$ cat src/common/rsnr_pkg.sv
package rsnr_pkg;

  // Register word indices and byte addresses (printed offset 0x26 is not a multiple of four)
  // Control shares the status index: writes reach control, reads show status
  localparam logic [7:0]  IDX_STATUS      = 8'h26;
  localparam logic [7:0]  IDX_CONTROL     = 8'h26;
  localparam logic [7:0]  IDX_IRQ_MASK    = 8'h27;
  localparam logic [7:0]  IDX_IRQ_STATUS  = 8'h28;
  localparam logic [7:0]  IDX_TIMER_CFG   = 8'h29;
  localparam logic [9:0]  ADDR_STATUS     = {IDX_STATUS, 2'b00};
  localparam logic [9:0]  ADDR_CONTROL    = {IDX_CONTROL, 2'b00};
  localparam logic [9:0]  ADDR_IRQ_MASK   = {IDX_IRQ_MASK, 2'b00};
  localparam logic [9:0]  ADDR_IRQ_STATUS = {IDX_IRQ_STATUS, 2'b00};
  localparam logic [9:0]  ADDR_TIMER_CFG  = {IDX_TIMER_CFG, 2'b00};

  // Control register field positions
  localparam int CTL_EN_BIT   = 7;
  localparam int CTL_POL_BIT  = 6;
  localparam int CTL_CSEL_BIT = 5;
  localparam int CTL_CNT_LSB  = 0;
  localparam int CNT_W        = 5;

  // Status register field positions
  localparam int STS_LVL_BIT  = 7;
  localparam int STS_POL_BIT  = 6;
  localparam int STS_CSEL_BIT = 5;
  localparam int STS_OVF_BIT  = 4;

  // Timer config register field positions (own register)
  localparam int TCF_RUN_BIT  = 3;
  localparam int TCF_DIV_BIT  = 4;
  localparam int TCF_CK_LSB   = 0;

  // Reset values
  localparam logic [7:0]  CONTROL_RST     = 8'h1F;
  localparam logic [4:0]  CNT_MIN         = 5'h02;
  localparam logic [1:0]  IRQ_MASK_RST    = 2'h0;
  localparam logic [4:0]  TIMER_CFG_RST   = 5'h00;

  // Interrupt event bits
  localparam int IRQ_EDGE_BIT = 0;
  localparam int IRQ_OVF_BIT  = 1;

  // Divider lengths, as log2 of core_clk cycles, and the timer code for the external pin clock
  localparam int DIV_SHORT_LOG2 = 8;
  localparam int DIV_LONG_LOG2  = 9;
  localparam int TC3_EXT_CODE   = 7;

  // Bus transfer type
  localparam logic [1:0]  HTRANS_NONSEQ = 2'h2;

  typedef struct packed {
    logic       enable;
    logic       polarity;
    logic       clk_sel;
    logic [4:0] count;
  } rsnr_ctrl_t;

  // Packed so that div_stage is bit 4 and run is bit 3 of the register
  typedef struct packed {
    logic       div_stage;
    logic       run;
    logic [2:0] clk_code;
  } rsnr_tcfg_t;

endpackage

$ cat src/hw/rsnr_tick_gen.sv
`timescale 1ns/1ps
// Filter clock enable: divided system clock or capture timer source tick
module rsnr_tick_gen (
  input  wire logic               core_clk,   // System clock
  input  wire logic               srst,       // Sync reset, active high
  input  wire logic               enable,     // Receiver enabled
  input  wire logic               clk_sel,    // 0 divider, 1 timer source
  input  wire rsnr_pkg::rsnr_tcfg_t tcfg,     // Timer source settings
  output logic                    tick        // One-cycle filter tick
);

  logic [13:0] div_cnt;
  logic [13:0] next_div_cnt;
  logic        next_tick;

  // Timer prescale exponent: code 0 gives 2^13, code 6 gives 2^7
  function automatic logic [13:0] tc_mask(input logic [2:0] code, input logic stage);
    logic [3:0] e;
    e = 4'(4'd13 - {1'b0, code}) + {3'b000, stage};
    tc_mask = 14'((15'h0001 << e) - 15'h0001);
  endfunction

  // Free-running divider, held at zero while disabled
  always_comb
  begin
    logic [13:0] mask;
    mask = '0;
    if (!clk_sel)
      mask = tcfg.div_stage ? 14'((1 << rsnr_pkg::DIV_LONG_LOG2) - 1)
                            : 14'((1 << rsnr_pkg::DIV_SHORT_LOG2) - 1);
    else
      mask = tc_mask(tcfg.clk_code, tcfg.div_stage);
    next_div_cnt = enable ? div_cnt + 14'h0001 : 14'h0000;
    // External pin clock is not a legal filter source; no tick then
    next_tick = enable && ((div_cnt & mask) == mask)
                && !(clk_sel && tcfg.clk_code == 3'(rsnr_pkg::TC3_EXT_CODE));
  end

  always_ff @(posedge core_clk)
  begin
    if (srst)
    begin
      div_cnt <= 14'h0000;
      tick    <= 1'b0;
    end
    else
    begin
      div_cnt <= next_div_cnt;
      tick    <= next_tick;
    end
  end

endmodule

$ cat src/hw/rsnr_reject.sv
`timescale 1ns/1ps
// Debounce core: output follows input only after a stable run of ticks
module rsnr_reject (
  input  wire logic       core_clk,   // System clock
  input  wire logic       srst,       // Sync reset, active high
  input  wire logic       enable,     // Receiver enabled
  input  wire logic       tick,       // Filter clock enable
  input  wire logic       din,        // Polarity-corrected input
  input  wire logic [4:0] count,      // Reject count
  output logic            level,      // Filtered level
  output logic            ovf         // Counter ran past its limit
);

  logic [4:0] run_cnt;
  logic [4:0] next_run_cnt;
  logic       next_level;
  logic       next_ovf;

  // Limit is count-1 ticks of stable input, or 1 for counts below CNT_MIN
  always_comb
  begin
    logic [4:0] lim;
    lim          = (count < rsnr_pkg::CNT_MIN) ? 5'h01 : 5'(count - 5'h01);
    next_run_cnt = run_cnt;
    next_level   = level;
    next_ovf     = ovf;
    if (!enable)
    begin
      next_run_cnt = 5'h00;
      next_level   = 1'b0;
      next_ovf     = 1'b0;
    end
    else if (din == level)
      next_run_cnt = 5'h00;
    else if (tick)
    begin
      // Overflow when the limit was changed below a running count
      if (run_cnt >= lim)
      begin
        next_ovf     = run_cnt > lim;
        next_level   = din;
        next_run_cnt = 5'h00;
      end
      else
        next_run_cnt = run_cnt + 5'h01;
    end
  end

  always_ff @(posedge core_clk)
  begin
    if (srst)
    begin
      run_cnt <= 5'h00;
      level   <= 1'b0;
      ovf     <= 1'b0;
    end
    else
    begin
      run_cnt <= next_run_cnt;
      level   <= next_level;
      ovf     <= next_ovf;
    end
  end

endmodule

$ cat src/hw/rsnr_top.sv
// Local design decision: the AHB-Lite slave port.
`timescale 1ns/1ps
module rsnr_top (
  input  wire logic        core_clk,     // System clock, 100 MHz
  input  wire logic        srst,         // Sync reset, active high
  input  wire logic        hsel,         // AHB slave select
  input  wire logic [31:0] haddr,        // AHB address
  input  wire logic [1:0]  htrans,       // AHB transfer type
  input  wire logic        hwrite,       // AHB write
  input  wire logic [2:0]  hsize,        // AHB size
  input  wire logic [31:0] hwdata,       // AHB write data
  input  wire logic        hready,       // AHB bus ready
  output logic [31:0]      hrdata,       // AHB read data
  output logic             hreadyout,    // AHB slave ready
  output logic             hresp,        // AHB response
  input  wire logic        remote_pin,   // Remote signal pin, async
  output logic             cap_level,    // Filtered level to capture timer
  output logic             cap_rise,     // Filtered rising edge pulse
  output logic             cap_fall,     // Filtered falling edge pulse
  output logic             irq           // Level interrupt
);

  rsnr_pkg::rsnr_ctrl_t ctrl;
  rsnr_pkg::rsnr_ctrl_t next_ctrl;
  rsnr_pkg::rsnr_tcfg_t tcfg;
  rsnr_pkg::rsnr_tcfg_t next_tcfg;
  logic [1:0]  irq_mask;
  logic [1:0]  next_irq_mask;
  logic [1:0]  irq_stat;
  logic [1:0]  next_irq_stat;
  logic        dp_wr;
  logic        dp_rd;
  logic [9:0]  dp_addr;
  logic        next_dp_wr;
  logic        next_dp_rd;
  logic [9:0]  next_dp_addr;
  logic [31:0] next_hrdata;
  logic        pin_s1;
  logic        pin_s2;
  logic        tick;
  logic        level;
  logic        ovf;
  logic        level_q;
  logic        ovf_q;
  logic        next_cap_rise;
  logic        next_cap_fall;
  logic        din;

  // Address phase capture; always zero-wait, always OKAY
  always_comb
  begin
    logic take;
    take         = hsel && hready && (htrans == rsnr_pkg::HTRANS_NONSEQ);
    next_dp_wr   = take && hwrite;
    next_dp_rd   = take && !hwrite;
    next_dp_addr = take ? haddr[9:0] : dp_addr;
  end

  assign hreadyout = 1'b1;
  assign hresp     = 1'b0;

  // Register writes in data phase; control is write-only except echoed bits
  always_comb
  begin
    next_ctrl     = ctrl;
    next_tcfg     = tcfg;
    next_irq_mask = irq_mask;
    if (dp_wr)
    begin
      unique case (dp_addr)
        rsnr_pkg::ADDR_CONTROL:
        begin
          next_ctrl.enable   = hwdata[rsnr_pkg::CTL_EN_BIT];
          next_ctrl.polarity = hwdata[rsnr_pkg::CTL_POL_BIT];
          next_ctrl.clk_sel  = hwdata[rsnr_pkg::CTL_CSEL_BIT];
          next_ctrl.count    = hwdata[rsnr_pkg::CTL_CNT_LSB +: rsnr_pkg::CNT_W];
        end
        rsnr_pkg::ADDR_TIMER_CFG:
          next_tcfg = hwdata[4:0];
        rsnr_pkg::ADDR_IRQ_MASK:
          next_irq_mask = hwdata[1:0];
        default:
          next_ctrl = ctrl;
      endcase
    end
  end

  // Read data; status word shows level, polarity, clock select, overflow
  always_comb
  begin
    next_hrdata = 32'h00000000;
    if (next_dp_rd)
    begin
      unique case (next_dp_addr)
        rsnr_pkg::ADDR_STATUS:
        begin
          next_hrdata[rsnr_pkg::STS_LVL_BIT]  = level;
          next_hrdata[rsnr_pkg::STS_POL_BIT]  = ctrl.polarity;
          next_hrdata[rsnr_pkg::STS_CSEL_BIT] = ctrl.clk_sel;
          next_hrdata[rsnr_pkg::STS_OVF_BIT]  = ovf;
        end
        rsnr_pkg::ADDR_IRQ_MASK:
          next_hrdata[1:0] = irq_mask;
        rsnr_pkg::ADDR_IRQ_STATUS:
          next_hrdata[1:0] = irq_stat;
        rsnr_pkg::ADDR_TIMER_CFG:
          next_hrdata[4:0] = tcfg;
        default:
          next_hrdata = 32'h00000000;
      endcase
    end
  end

  // Sticky events; read clears, a new event in that cycle wins
  always_comb
  begin
    logic [1:0] ev;
    ev = 2'b00;
    ev[rsnr_pkg::IRQ_EDGE_BIT] = next_cap_rise || next_cap_fall;
    ev[rsnr_pkg::IRQ_OVF_BIT]  = ovf && !ovf_q;
    next_irq_stat = irq_stat;
    if (next_dp_rd && next_dp_addr == rsnr_pkg::ADDR_IRQ_STATUS)
      next_irq_stat = 2'b00;
    next_irq_stat = next_irq_stat | ev;
  end

  assign irq = |(irq_stat & irq_mask);

  // Bus and config registers
  always_ff @(posedge core_clk)
  begin
    if (srst)
    begin
      dp_wr    <= 1'b0;
      dp_rd    <= 1'b0;
      dp_addr  <= 10'h000;
      hrdata   <= 32'h00000000;
      ctrl     <= rsnr_pkg::CONTROL_RST;
      tcfg     <= rsnr_pkg::TIMER_CFG_RST;
      irq_mask <= rsnr_pkg::IRQ_MASK_RST;
      irq_stat <= 2'h0;
    end
    else
    begin
      dp_wr    <= next_dp_wr;
      dp_rd    <= next_dp_rd;
      dp_addr  <= next_dp_addr;
      hrdata   <= next_hrdata;
      ctrl     <= next_ctrl;
      tcfg     <= next_tcfg;
      irq_mask <= next_irq_mask;
      irq_stat <= next_irq_stat;
    end
  end

  // Pin synchroniser; only pin_s2 feeds logic
  always_ff @(posedge core_clk)
  begin
    if (srst)
    begin
      pin_s1 <= 1'b0;
      pin_s2 <= 1'b0;
    end
    else
    begin
      pin_s1 <= remote_pin;
      pin_s2 <= pin_s1;
    end
  end

  // Negative polarity inverts before the filter
  assign din = pin_s2 ^ ctrl.polarity;

  // Filter clock source select
  rsnr_tick_gen u_tick (
    .core_clk (core_clk),
    .srst     (srst),
    .enable   (ctrl.enable),
    .clk_sel  (ctrl.clk_sel),
    .tcfg     (tcfg),
    .tick     (tick)
  );

  // Stable-run debounce
  rsnr_reject u_rej (
    .core_clk (core_clk),
    .srst     (srst),
    .enable   (ctrl.enable),
    .tick     (tick),
    .din      (din),
    .count    (ctrl.count),
    .level    (level),
    .ovf      (ovf)
  );

  // Edge pulses to the capture timer, only while enabled
  assign next_cap_rise = level && !level_q && ctrl.enable;
  assign next_cap_fall = !level && level_q && ctrl.enable;

  always_ff @(posedge core_clk)
  begin
    if (srst)
    begin
      level_q   <= 1'b0;
      ovf_q     <= 1'b0;
      cap_level <= 1'b0;
      cap_rise  <= 1'b0;
      cap_fall  <= 1'b0;
    end
    else
    begin
      level_q   <= level;
      ovf_q     <= ovf;
      cap_level <= level;
      cap_rise  <= next_cap_rise;
      cap_fall  <= next_cap_fall;
    end
  end

  // Disabled receiver keeps the filter output low
  property p_idle_when_off;
    @(posedge core_clk) disable iff (srst)
      !ctrl.enable |=> !level;
  endproperty
  a_idle_when_off: assert property (p_idle_when_off)
    else $error("filter not idle while disabled");

  // No edge pulses two cycles into a disabled stretch
  property p_no_edges_off;
    @(posedge core_clk) disable iff (srst)
      !ctrl.enable ##1 !ctrl.enable |=> !cap_rise && !cap_fall;
  endproperty
  a_no_edges_off: assert property (p_no_edges_off)
    else $error("edge passed while disabled");

  // Level changes only on a tick, and only toward the input
  property p_change_on_tick;
    @(posedge core_clk) disable iff (srst)
      ctrl.enable && $past(ctrl.enable) && level != $past(level)
        |-> $past(tick) && level == $past(din);
  endproperty
  a_change_on_tick: assert property (p_change_on_tick)
    else $error("level changed without tick");

  // Rising edge to capture timer follows filtered level by one cycle
  property p_rise_tracks;
    @(posedge core_clk) disable iff (srst)
      $rose(level) && ctrl.enable |=> cap_rise ##1 cap_level;
  endproperty
  a_rise_tracks: assert property (p_rise_tracks)
    else $error("capture rise missed");

  // Status read returns level and overflow from the address phase
  property p_status_read;
    @(posedge core_clk) disable iff (srst)
      next_dp_rd && next_dp_addr == rsnr_pkg::ADDR_STATUS
        |=> hrdata[rsnr_pkg::STS_LVL_BIT] == $past(level)
            && hrdata[rsnr_pkg::STS_OVF_BIT] == $past(ovf);
  endproperty
  a_status_read: assert property (p_status_read)
    else $error("status level or overflow wrong");

  // Polarity echoed in status
  property p_pol_echo;
    @(posedge core_clk) disable iff (srst)
      next_dp_rd && next_dp_addr == rsnr_pkg::ADDR_STATUS
        |=> hrdata[rsnr_pkg::STS_POL_BIT] == $past(ctrl.polarity);
  endproperty
  a_pol_echo: assert property (p_pol_echo)
    else $error("polarity not echoed");

  // Overflow rise sets sticky status
  property p_ovf_sticky;
    @(posedge core_clk) disable iff (srst)
      $rose(ovf) |=> irq_stat[rsnr_pkg::IRQ_OVF_BIT];
  endproperty
  a_ovf_sticky: assert property (p_ovf_sticky)
    else $error("overflow event lost");

  // No second tick 8 cycles after a tick with short divider
  property p_div_spacing;
    @(posedge core_clk) disable iff (srst)
      tick && ctrl.enable && !ctrl.clk_sel && !tcfg.div_stage
        && !dp_wr ##1 ctrl.enable[*8] |-> !tick;
  endproperty
  a_div_spacing: assert property (p_div_spacing)
    else $error("divider tick too soon");

  // Control write lands in one cycle
  property p_ctrl_write;
    @(posedge core_clk) disable iff (srst)
      dp_wr && dp_addr == rsnr_pkg::ADDR_CONTROL
        |=> ctrl.count == $past(hwdata[4:0]);
  endproperty
  a_ctrl_write: assert property (p_ctrl_write)
    else $error("reject count not written");

endmodule

$ cat config.mk
export PLATFORM = sky130hd
export DESIGN_NAME = rsnr_top
export DESIGN_NICKNAME = d
export VERILOG_FILES = /design/src/common/rsnr_pkg.sv /design/src/hw/rsnr_tick_gen.sv /design/src/hw/rsnr_reject.sv /design/src/hw/rsnr_top.sv
export SDC_FILE = /design/constraint.sdc
export NUM_CORES = 1
export LEC_CHECK = 0
export BUFFER_PORTS_ARGS = -buffer_cell sky130_fd_sc_hd__buf_2
export CORE_MARGIN = 5
export CORE_UTILIZATION = 55
export DETAILED_ROUTE_END_ITERATION = 8
export PLACE_DENSITY = 0.83
export SLEW_MARGIN = 20
export SYNTH_ARGS = -nofsm -noshare
export SYNTH_HDL_FRONTEND = slang
export SYNTH_SLANG_ARGS = --single-unit
$ cat constraint.sdc
create_clock -name core_clk -period 5.05 [get_ports core_clk]
set_input_delay 0.2525 -clock core_clk [delete_from_list [all_inputs] [get_ports core_clk]]
set_output_delay 0.2525 -clock core_clk [all_outputs]
set_load 0.02 [all_outputs]
Yosys cells after proc, flatten, opt, wreduce, memory -nomap -nowiden
Index checks and enable logic that the tools add are counted.
- muxes and demuxes: 8
- $mul: 0
- $lt $le $gt $ge: 3
- div/mod/pow operators: 0
- add/subtract/negate cells: 6
- eq/ne operators: 11
- bitwise logic cells: 9
- reduce and logical (&&, ||, !) cells: 29
- shift-type cells: 1
- operator list (cell ; count):
    == test 10 x 8 -> 1 bit (second input constant) ; 7
    adder 14 x 1 -> 14 bit (second input constant) ; 1
    AND 14 bit ; 1
    == test 14 bit ; 1
    two-way mux 14 bit ; 1
    << shifter 1 x 4 -> 14 bit (first input constant) ; 1
    subtractor 14 x 1 -> 14 bit (second input constant) ; 1
    logical AND 1 bit ; 13
    two-way mux 10 bit ; 1
    two-way mux 5 bit ; 2
    two-way mux 9 bit ; 1
    OR reduction 3 bit ; 3
    case mux 2 bit (3 select lines) ; 1
    AND reduction 2 bit ; 3
    OR reduction 2 bit ; 3
    adder 5 x 1 -> 5 bit (second input constant) ; 1
    greater-or-equal comparator 5 bit ; 1
    greater-than comparator 5 bit ; 1
    logical NOT 1 bit ; 5
    less-than comparator 5 x 2 -> 1 bit (second input constant) ; 1
    NOT 1 bit ; 5
    subtractor 5 x 1 -> 5 bit (second input constant) ; 1
    adder 4 x 1 -> 4 bit ; 1
    subtractor 4 x 3 -> 4 bit (first input constant) ; 1
    other kinds (10) ; 10
- flip-flop bits (word level): 88
- logic and storage cells: 93
- output and inout bits: 38
- bits in latches: 0
- input bits: 75
- memory bits (read-only): 0
- memories: 0
- RAM bits: 0

Depth between registers and ports, before layout
Gate-level depths: netlist of the first run.
- word-level depth: 9
- gate-level depth with buffers: 13
- mapped depth without buffers: 12

Cells and area by module
Synthesis of the first run repeated with hierarchy kept, for this count alone.
- cells, all modules: 430
- area, all modules: 3658.5 µm²
- modules (own cells, without submodules) (module ; sequential area each (µm²) ; times used ; area an instance (µm²) ; cells each):
    rsnr_top ; 840.8 ; 1 ; 1935.6 ; 222
    rsnr_tick_gen ; 300.3 ; 1 ; 1168.6 ; 143
    rsnr_reject ; 140.1 ; 1 ; 554.3 ; 65

Least setup slack after synthesis of the first run
No wires, ideal clock.
- path kind: flip-flop to flip-flop
- start: register, netlist name tcfg[0]
- end: register u_tick.tick
- cell stages (with the launch flop): 13
- period minus slack after synthesis: 2.604 ns
- arrival time: 2.475 ns
- path slack: 2.446 ns
- library setup time: 0.129 ns
- path buffers: 1
- path through: dfxtp_1 -> inv_1 -> ha_1 -> inv_1 -> ha_1 -> buf_2 -> and4bb_2 -> nand3_1 -> ha_1 -> or4_1 -> a31o_2 -> o311ai_0 -> nor4_2
- longest elaborated chain between the ends: 9
- elaborated cells between the ends (all ways): 12
- classes of those cells: add/sub: 3; eq/ne: 2; shift: 1; mux: 1; bitwise: 1; reduce/logical: 4
- ends and longest elaborated chain (what ; RTL line ; source):
    subtractor 4 x 3 -> 4 bit ; rsnr_tick_gen.sv:19 ; e = 4'(4'd13 - {1'b0, code}) + {3'b000, stage};
    adder 4 x 1 -> 4 bit ; rsnr_tick_gen.sv:19 ;
    << shifter 1 x 4 -> 14 bit ; rsnr_tick_gen.sv:20 ; tc_mask = 14'((15'h0001 << e) - 15'h0001);
    subtractor 14 x 1 -> 14 bit ; rsnr_tick_gen.sv:20 ;
    two-way mux 14 bit ; rsnr_tick_gen.sv:28 ; if (!clk_sel)
    AND 14 bit ; rsnr_tick_gen.sv:35 ; next_tick = enable && ((div_cnt & mask) == mask)
    == test 14 bit ; rsnr_tick_gen.sv:35 ;
    logical AND 1 bit ; rsnr_tick_gen.sv:35 ;
    logical AND 1 bit (*) ; rsnr_tick_gen.sv:36 ; && !(clk_sel && tcfg.clk_code == 3'(rsnr_pkg::TC3_EXT_CODE));
    end signal: assignment ; rsnr_tick_gen.sv:49 ; tick <= next_tick;
    end: declaration ; rsnr_tick_gen.sv:9 ; output logic tick
Mark *: on every way between the ends. The rest lies on a longest branch, timed or not.
A chain may end at the register's enable or synchronous reset.

Worst setup path after layout of the first run
- start: register, netlist name tcfg[4]
- end: register u_tick.tick
- longest elaborated chain between the ends: 8
- elaborated cells between the ends (all ways): 9
- classes of those cells: add/sub: 2; eq/ne: 1; shift: 1; mux: 2; bitwise: 1; reduce/logical: 2
- ends and longest elaborated chain (what ; RTL line):
    adder 4 x 1 -> 4 bit ; rsnr_tick_gen.sv:19
    << shifter 1 x 4 -> 14 bit ; rsnr_tick_gen.sv:20
    subtractor 14 x 1 -> 14 bit ; rsnr_tick_gen.sv:20
    two-way mux 14 bit (*) ; rsnr_tick_gen.sv:28
    AND 14 bit ; rsnr_tick_gen.sv:35
    == test 14 bit (*) ; rsnr_tick_gen.sv:35
    logical AND 1 bit (*) ; rsnr_tick_gen.sv:35
    logical AND 1 bit (*) ; rsnr_tick_gen.sv:36
Marks and branches as above.

==> load_flow_metrics.sql, run 1 <==
INSERT INTO impl_metrics (metric_group, metric, value, unit) VALUES
('run_status', 'status', 'completed', ''),
('clock_tree', 'tritoncts', 'done', ''),
('synth', 'avgSynthCellArea', '8.70', 'um^2'),
('cells_and_area', 'antenna_cells_inserted', '0', ''),
('global_routing', 'grt_start_max_net_pins', '29', ''),
('timing', 'fmaxAchievable', '0.293', 'GHz'),
('critical_path', 'critical_path_buf_inv_count', '1', ''),
('critical_path', 'timing.critical_path.mode_cell', 'sky130_fd_sc_hd__ha_1', ''),
('cells_and_area', 'design_area', '3640', 'um^2'),
('critical_path', 'max_stage_delay', '0.59', 'ns'),
('min_path', 'worst_hold_path_type', 'input pin to register', ''),
('detailed_routing', 'avgRoutedWirePerCell', '13.7', 'um'),
('detailed_routing', 'post_drt_via_cell_ratio', '5.47', ''),
('clock_tree', 'numCtsBuffers', '9', ''),
('global_routing', 'globalRouteMet3Util', '6.42', '%'),
('detailed_routing', 'drc', '0', ''),
('critical_path', 'critPathArrivalTime', '3.62', 'ns'),
('clock_tree', 'cts_htree_levels', '3', ''),
('critical_path', 'ff2ff_setup_slack', '1.64', 'ns'),
('floorplanning', 'floorplan.die_area', '7820', 'um^2'),
('floorplanning', 'placeableCoreArea', '5960', 'um^2'),
('timing', 'endpoints_failing_hold', '0', ''),
('floorplanning', 'die_width', '88.4', 'um'),
('critical_path', 'critPathLaunch', 'tcfg[4]', ''),
('power', 'power.net_switching', '226', 'uW'),
('cells_and_area', 'final_nets', '504', ''),
('synth', 'yosysWarningCount', '0', ''),
('cells_and_area', 'leading_cell_type_in_the_layout_fill_and_taps_excluded', 'sky130_fd_sc_hd__dfxtp_1', ''),
('place', 'gpl_congestion', '0.866', ''),
('detailed_routing', 'drt_pre_antenna_iters', '4', ''),
('critical_path', 'setup.worst_path.class', 'register to register', ''),
('power', 'netSwitchingFraction', '24.2', '%'),
('clock_tree', 'clkLatencyLatePin', '0.34', 'ns'),
('critical_path', 'timing.critical_path.fanout_max', '17', ''),
('cells_and_area', 'fillers', '518', ''),
('critical_path', 'critical_path.endpoint', 'u_tick.tick', ''),
('cells_and_area', 'layout_common_cells', 'sky130_fd_sc_hd__dfxtp_1 (64), sky130_fd_sc_hd__buf_2 (37), sky130_fd_sc_hd__nor2_1 (36), sky130_fd_sc_hd__nand2_1 (36), sky130_fd_sc_hd__conb_1 (26)', ''),
('power', 'pwr-share-comb', '4.8', '%'),
('power', 'leakagePower', '1.54', 'nW'),
('synth', 'synth_seq_area_share', '37.9', '%'),
('synth', 'dominantRegCellSynth', 'sky130_fd_sc_hd__dfxtp_1', ''),
('synth', 'synthesis.instances', '389', ''),
('critical_path', 'timing.critical_path.from_type', 'register', ''),
('clock_tree', 'post_cts_buffers', '0', ''),
('critical_path', 'worstPathRequired', '5.26', 'ns'),
('floorplanning', 'num_rows', '28', ''),
('job', 'drv_cap', '0', ''),
('clock_tree', 'clkTransAtPathRegs', '0.07', 'ns'),
('timing', 'totalNegativeSetupSlack', '0', 'ns'),
('cells_and_area', 'area_growth', '7.65', '%'),
('power', 'irDropWorstVdd', '200', 'uV'),
('timing', 'final_cycle_share', '67.5', '%'),
('clock_tree', 'cts-resized-gates', '0', ''),
('global_routing', 'vias_in_the_first_global_route', '2496', ''),
('power', 'ratio_of_total_power_to_cell_area', '256', 'nW/um^2'),
('place', 'dpl-instance-area', '3470', 'um^2'),
('global_routing', 'global_route_wire_length_before_repair', '11400', 'um'),
('timing', 'maxSlewViolCount', '0', ''),
('cells_and_area', 'drive_above_1_share', '14.4', '%'),
('critical_path', 'critical_path.reg2reg.startpoint', 'tcfg[4]', ''),
('detailed_routing', 'postRouteAntennaNets', '0', ''),
('timing', 'fin_worst_hold_slack', '0.125', 'ns'),
('critical_path', 'setup.worst_path.end_class', 'register', ''),
('clock_tree', 'clock_path_buffers', '2', ''),
('global_routing', 'gr-usage-all-layers', '18.9', '%'),
('place', 'port_buffer_count', '37', ''),
('global_routing', 'grt_use_met1', '23.2', '%'),
('timing', 'setup_viol', '0', ''),
('global_routing', 'grt_overflow', '0', ''),
('floorplanning', 'boundaryPins', '113', ''),
('place', 'dp_worst_setup_slack', '1.75', 'ns');
## sequential cells by signal, indices dropped and copies added (netlist names), 2 cells and up
name	count
tcfg	5
irq_mask	2
ctrl	8
u_rej.run_cnt	5
u_tick.div_cnt	14
dp_addr	10
irq_stat	2
hrdata	8
## cell usage after synthesis (4+ instances only)
cell / instances / area, um^2
sky130_fd_sc_hd__nand2b_1: 4 / 25.0
sky130_fd_sc_hd__dfxtp_1: 64 / 1280
sky130_fd_sc_hd__xor2_1: 10 / 87.6
sky130_fd_sc_hd__mux2i_1: 21 / 210
sky130_fd_sc_hd__o21ai_0: 8 / 40.0
sky130_fd_sc_hd__and2_1: 9 / 56.3
sky130_fd_sc_hd__nor2b_1: 11 / 68.8
sky130_fd_sc_hd__inv_1: 14 / 52.6
sky130_fd_sc_hd__nand2_1: 36 / 135
sky130_fd_sc_hd__nor3b_1: 5 / 37.5
sky130_fd_sc_hd__nor2_1: 36 / 135
sky130_fd_sc_hd__nor3_1: 9 / 45.0
sky130_fd_sc_hd__clkbuf_1: 12 / 45.0
sky130_fd_sc_hd__xnor2_1: 7 / 61.3
sky130_fd_sc_hd__a21oi_1: 14 / 70.1
sky130_fd_sc_hd__ha_1: 11 / 138
sky130_fd_sc_hd__buf_4: 28 / 210
sky130_fd_sc_hd__and3_1: 5 / 31.3
sky130_fd_sc_hd__nand3_1: 17 / 85.1
## stage by stage
stage | cells | power, mW | util, %
final | 498 | 0.932 | 61.2
after global routing | 498 | 0.969 | 61.2
after CTS | 498 | 0.939 | 61.2
after detailed placement | 482 | 0.563 | 58.3
after global placement | 482 | 0.563 | 58.3
after floorplan | 413 | 0.565 | -
## how the worst min path moves through the flow
stage	cells past startpoint	from	endpoint
after detailed placement	2	dp_addr[9]	dp_addr[9]
final	2	remote_pin	pin_s1
after floorplan	1	remote_pin	pin_s1
after global routing	2	remote_pin	pin_s1
after global placement	1	pin_s1	pin_s2
after CTS	2	remote_pin	pin_s1
## power groups by stage
stage	sequential, mW	combinational [mW]	clock, mW
2_1_floorplan	0.520	0.0450	0
3_3_place_gp	0.520	0.0432	0
3_5_place_dp	0.520	0.0436	0
4_1_cts	0.508	0.0437	0.387
5_1_grt	0.508	0.0488	0.411
6_report	0.508	0.0443	0.379
## final cells by class
type | instances | area share [%]
Sequential cell | 64 | 35.2
Timing Repair Buffer | 37 | 5.08
Clock buffer | 10 | 3.78
Clock inverter | 6 | 0.962
Tap cell | 75 | 2.58
Multi-Input combinational cell | 292 | 51.0
Inverter | 14 | 1.44
## cell families (layout without fill, tap and decap cells)
kind of cell / after synthesis / count (layout) / share of synthesized area [%]
compound gates: 56 / 56 / 11.8
buf+inv: 57 / 67 / 9.91
other cells: 2 / 26 / 0.222
mux: 21 / 21 / 6.21
flops: 64 / 64 / 37.9
xor+xnor: 17 / 17 / 4.40
simple gates: 161 / 161 / 25.5
fa+ha+maj: 11 / 11 / 4.07
## layer usage
metal	wire length, um	vias to the layer above	share of wire [%]
met5	0	-	0
met4	125	0	1.8
met3	402	12	5.9
met2	3330	77	49
met1	2980	1272	44
li1	-	1364	-
Note: power is estimated with default switching activity, not from simulation.
==> run 2: changes to the inputs <==
Settings changed: ABC_AREA set to 1, CORE_UTILIZATION 55 to 46, PLACE_DENSITY 0.83 to 0.73.
Clock period 5.05 ns to 3 ns, I/O delays scaled along.
==> run 2 against run 1 <==
  * Total power up 74%
  * Sequential power up 69%
  * Sequential share of layout area down 2.3 points
  * Critical endpoint unchanged
  * Largest power group unchanged
==> load_flow_metrics.sql, run 2 <==
INSERT INTO impl_metrics (metric_group, metric, value, unit) VALUES
('critical_path', 'timing.critical_path.from_type', 'register', ''),
('power', 'power.net_switching', '399', 'uW'),
('synth', 'yosysTopAreaCellShare', '35.6', '%'),
('clock_tree', 'cts-hold-fix-buffers', '0', ''),
('run_status', 'status', 'completed', ''),
('power', 'leakagePower', '1.78', 'nW'),
('clock_tree', 'cts-resized-gates', '0', ''),
('synth', 'synthesis.instances', '513', ''),
('cells_and_area', 'layout_top_registers', 'u_tick.div_cnt: 14 flops, dp_addr: 10 flops', ''),
('min_path', 'worst_hold_path_type', 'input pin to register', ''),
('cells_and_area', 'final_util', '50.7', '%'),
('clock_tree', 'numCtsBuffers', '9', ''),
('place', 'port_buffer_count', '37', ''),
('critical_path', 'timing.critical_path.fanout_max', '8', ''),
('job', 'drv_cap', '0', ''),
('clock_tree', 'tritoncts', 'done', ''),
('cells_and_area', 'drive_above_1_share', '14.5', '%'),
('critical_path', 'max_stage_delay', '0.34', 'ns'),
('critical_path', 'setup.worst_path.end_class', 'register', ''),
('synth', 'ys_ff_latch', '64', ''),
('floorplanning', 'floorplan.die_area', '9690', 'um^2'),
('floorplanning', 'die_width', '98.4', 'um'),
('detailed_routing', 'routed_via_count', '3158', ''),
('global_routing', 'vias_in_the_first_global_route', '2853', ''),
('critical_path', 'worstPathRequired', '3.26', 'ns'),
('cells_and_area', 'area_growth', '8.46', '%'),
('synth', 'area_share_of_xor_xnor_cells_in_the_synthesized_design', '1.70', '%'),
('floorplanning', 'placeableCoreArea', '7690', 'um^2'),
('critical_path', 'path_cells', 'inv_1, ha_1, inv_1, ha_1, inv_1, nand2_1, nand2_2, nor2_1, nand2_1, ha_1, nand2_1, a21oi_1, nand2_1, nor2_1, nand2_1, nor2_1, nand3_1, nor2_1, nand2_1, nor2_1', ''),
('power', 'pwr-share-comb', '6.8', '%'),
('clock_tree', 'post_cts_buffers', '0', ''),
('timing', 'final_cycle_share', '87.5', '%'),
('cells_and_area', 'fillers', '772', ''),
('synth', 'synth_async_sr_flop_share', '0', '%'),
('power', 'irDropWorstVdd', '227', 'uV'),
('place', 'dp_worst_setup_slack', '0.424', 'ns'),
('critical_path', 'kind_of_cell_with_the_highest_combined_delay_on_the_critical_path', 'simple AND/OR/NAND/NOR gates', ''),
('clock_tree', 'clkTransAtPathRegs', '0.07', 'ns'),
('floorplanning', 'floorplan.initialDensity', '46.8', '%'),
('global_routing', 'grt_start_max_net_pins', '19', ''),
('place', 'gpl_congestion', '0.899', ''),
('floorplanning', 'num_rows', '32', ''),
('cells_and_area', 'regMostFlops', 'u_tick.div_cnt', ''),
('synth', 'number_of_synthesized_flops_with_an_enable_pin', '0', ''),
('clock_tree', 'clock_tree.root_cell', 'sky130_fd_sc_hd__clkbuf_8', ''),
('detailed_routing', 'drt_pre_antenna_iters', '4', ''),
('global_routing', 'gr-usage-all-layers', '15.8', '%'),
('power', 'power.share.sequential', '53.0', '%'),
('cells_and_area', 'layout_common_cells', 'sky130_fd_sc_hd__nand2_1 (94), sky130_fd_sc_hd__inv_1 (68), sky130_fd_sc_hd__nor2_1 (67), sky130_fd_sc_hd__dfxtp_1 (64), sky130_fd_sc_hd__nand3_1 (41)', ''),
('synth', 'synth.area.top_cells', 'sky130_fd_sc_hd__dfxtp_1 (36%), sky130_fd_sc_hd__nand2_1 (9.8%), sky130_fd_sc_hd__inv_1 (7.1%)', ''),
('critical_path', 'setup.worst_path.class', 'register to register', ''),
('synth', 'synth_compound_gate_area_share', '8.73', '%'),
('synth', 'synthAdderAreaFrac', '3.83', '%'),
('timing', 'worstMarginPinSlew', '0.570', 'ns'),
('clock_tree', 'cts_htree_levels', '3', ''),
('detailed_routing', 'drc', '0', ''),
('synth', 'synthMuxAreaShare', '0', '%'),
('place', 'place.detailed.instances', '638', ''),
('cells_and_area', 'final_nets', '633', ''),
('global_routing', 'global_route_wire_length_before_repair', '12600', 'um'),
('cells_and_area', 'antenna_cells_inserted', '0', ''),
('detailed_routing', 'post_drt_via_cell_ratio', '4.84', ''),
('synth', 'dominantRegCellSynth', 'sky130_fd_sc_hd__dfxtp_1', ''),
('power', 'ratio_of_total_power_to_cell_area', '415', 'nW/um^2'),
('detailed_routing', 'drt_wl_total', '7570', 'um'),
('synth', 'avgSynthCellArea', '7.01', 'um^2'),
('place', 'hpwlAfterDp', '5820', 'um'),
('floorplanning', 'floorplan.die.height', '98.4', 'um'),
('synth', 'synth_cell_type_count', '38', ''),
('clock_tree', 'clkLatencyLatePin', '0.32', 'ns'),
('power', 'internal-power', '1.22', 'mW'),
('detailed_routing', 'drt_initial_violations', '196', ''),
('critical_path', 'critical_path_buf_inv_count', '3', ''),
('synth', 'synth_top_family_by_area', 'simple AND/OR/NAND/NOR gates', ''),
('power', 'clock_power_share', '40.3', '%'),
('detailed_routing', 'avgRoutedWirePerCell', '11.6', 'um'),
('timing', 'clock_skew', '0.00823', 'ns'),
('critical_path', 'timing.critical_path.mode_cell', 'sky130_fd_sc_hd__nand2_1', ''),
('timing', 'max_slew_headroom_at_the_worst_pin', '61.7', '%'),
('timing', 'totalNegativeSetupSlack', '0', 'ns'),
('cells_and_area', 'leading_cell_type_in_the_layout_fill_and_taps_excluded', 'sky130_fd_sc_hd__nand2_1', ''),
('synth', 'post_synth_instance_area', '3600', 'um^2'),
('timing', 'setup_slack', '0.375', 'ns'),
('synth', 'synth.most_common_cell', 'sky130_fd_sc_hd__nand2_1', ''),
('clock_tree', 'clock_path_buffers', '2', ''),
('critical_path', 'ff2ff_setup_slack', '0.37', 'ns'),
('power', 'report.power.total', '1.62', 'mW'),
('synth', 'synth_simple_gate_area_share', '34.6', '%'),
('floorplanning', 'boundaryPins', '113', ''),
('synth', 'synth_seq_area_share', '35.6', '%'),
('timing', 'maxSlewViolCount', '0', ''),
('power', 'netSwitchingFraction', '24.7', '%'),
('cells_and_area', 'layoutNonFillerInstCount', '653', ''),
('timing', 'post-route-min-period', '2.63', 'ns'),
('global_routing', 'grt_antenna_before_repair', '0', ''),
('cells_and_area', 'max_reg_flops', '14', ''),
('critical_path', 'cpMaxStageDelayCell', 'sky130_fd_sc_hd__dfxtp_1', ''),
('critical_path', 'critPathArrivalTime', '2.88', 'ns'),
('synth', 'post_synth_most_frequent_cells', 'sky130_fd_sc_hd__nand2_1 (94), sky130_fd_sc_hd__inv_1 (68), sky130_fd_sc_hd__nor2_1 (67), sky130_fd_sc_hd__dfxtp_1 (64), sky130_fd_sc_hd__nand3_1 (41)', ''),
('timing', 'setup_repair_after_global_routing_missed_its_margin', 'no', ''),
('detailed_routing', 'postRouteAntennaNets', '0', ''),
('clock_tree', 'clock_sinks', '64', ''),
('synth', 'yosysWarningCount', '0', ''),
('synth', 'synth_largest_area_cell', 'sky130_fd_sc_hd__dfxtp_1', ''),
('timing', 'fmaxAchievable', '0.381', 'GHz'),
('timing', 'endpoints_failing_hold', '0', ''),
('global_routing', 'grt_overflow', '0', ''),
('timing', 'setup_viol', '0', '');
run 2: cell count changes after synthesis, sizes merged, moves of 21 or more:
cell,previous run,this run
nand2,36,104
inv,14,72
nor2,36,73
nand3,17,43
mux2i,21,0
run 2: kinds of logic (layout without fill, tap and decap cells):
logic type / count (synthesis) / count (layout)
AND/OR/NAND/NOR: 261 / 261
other: 2 / 26
XOR/XNOR: 7 / 7
AO/OA/AOI/OAI: 57 / 57
flip-flops: 64 / 64
buffers and inverters: 111 / 125
adder cells (fa/ha/maj): 11 / 11
run 2: final timing paths:
kind / from / end / cells after the start
setup / recovery: tcfg[0] / u_tick.tick / 20
hold / removal: remote_pin / pin_s1 / 3
setup reg to reg: tcfg[0] / u_tick.tick / 20
hold reg to reg: pin_s1 / pin_s2 / 2
run 2: power groups by stage:
stage	registers, mW	logic (mW)	clock network, mW
floorplan	0.876	0.110	0
global placement	0.877	0.107	0
detailed placement	0.877	0.109	0
CTS	0.858	0.109	0.665
global route	0.858	0.122	0.718
finish	0.858	0.110	0.652
run 2: area by class of cell:
cell class	count	area, um^2	share of cell area (%)
Clock inverter	3	17.5	0.449
Clock buffer	12	155	3.98
Sequential cell	64	1280	32.9
Tap cell	102	128	3.27
Timing Repair Buffer	38	193	4.94
Inverter	72	270	6.93
Multi-Input combinational cell	362	1860	47.6
run 2: metal layers:
layer | vias up | wire length, um | global-route usage, % | part of all wire [%]
met4 | 0 | 104 | 5.88 | 1.4
met3 | 10 | 494 | 3.68 | 6.5
met5 | - | 0 | 0 | 0
li1 | 1662 | - | - | -
met1 | 1383 | 3580 | 21.1 | 47
met2 | 103 | 3390 | 24.8 | 45
run 2: stage by stage:
stage / instance area (um^2) / hold slack, ns
global placement: 3730 / 0.359
CTS: 3900 / 0.0200
floorplan: 3690 / 0.257
global route: 3900 / 0.0244
finish: 3900 / 0.0262
detailed placement: 3730 / 0.367
run 2: tightest hold or removal path: stages:
cell,delay (ns)
sky130_fd_sc_hd__buf_2,0.07
sky130_fd_sc_hd__inv_1,0.03
sky130_fd_sc_hd__nor2_1,0.06
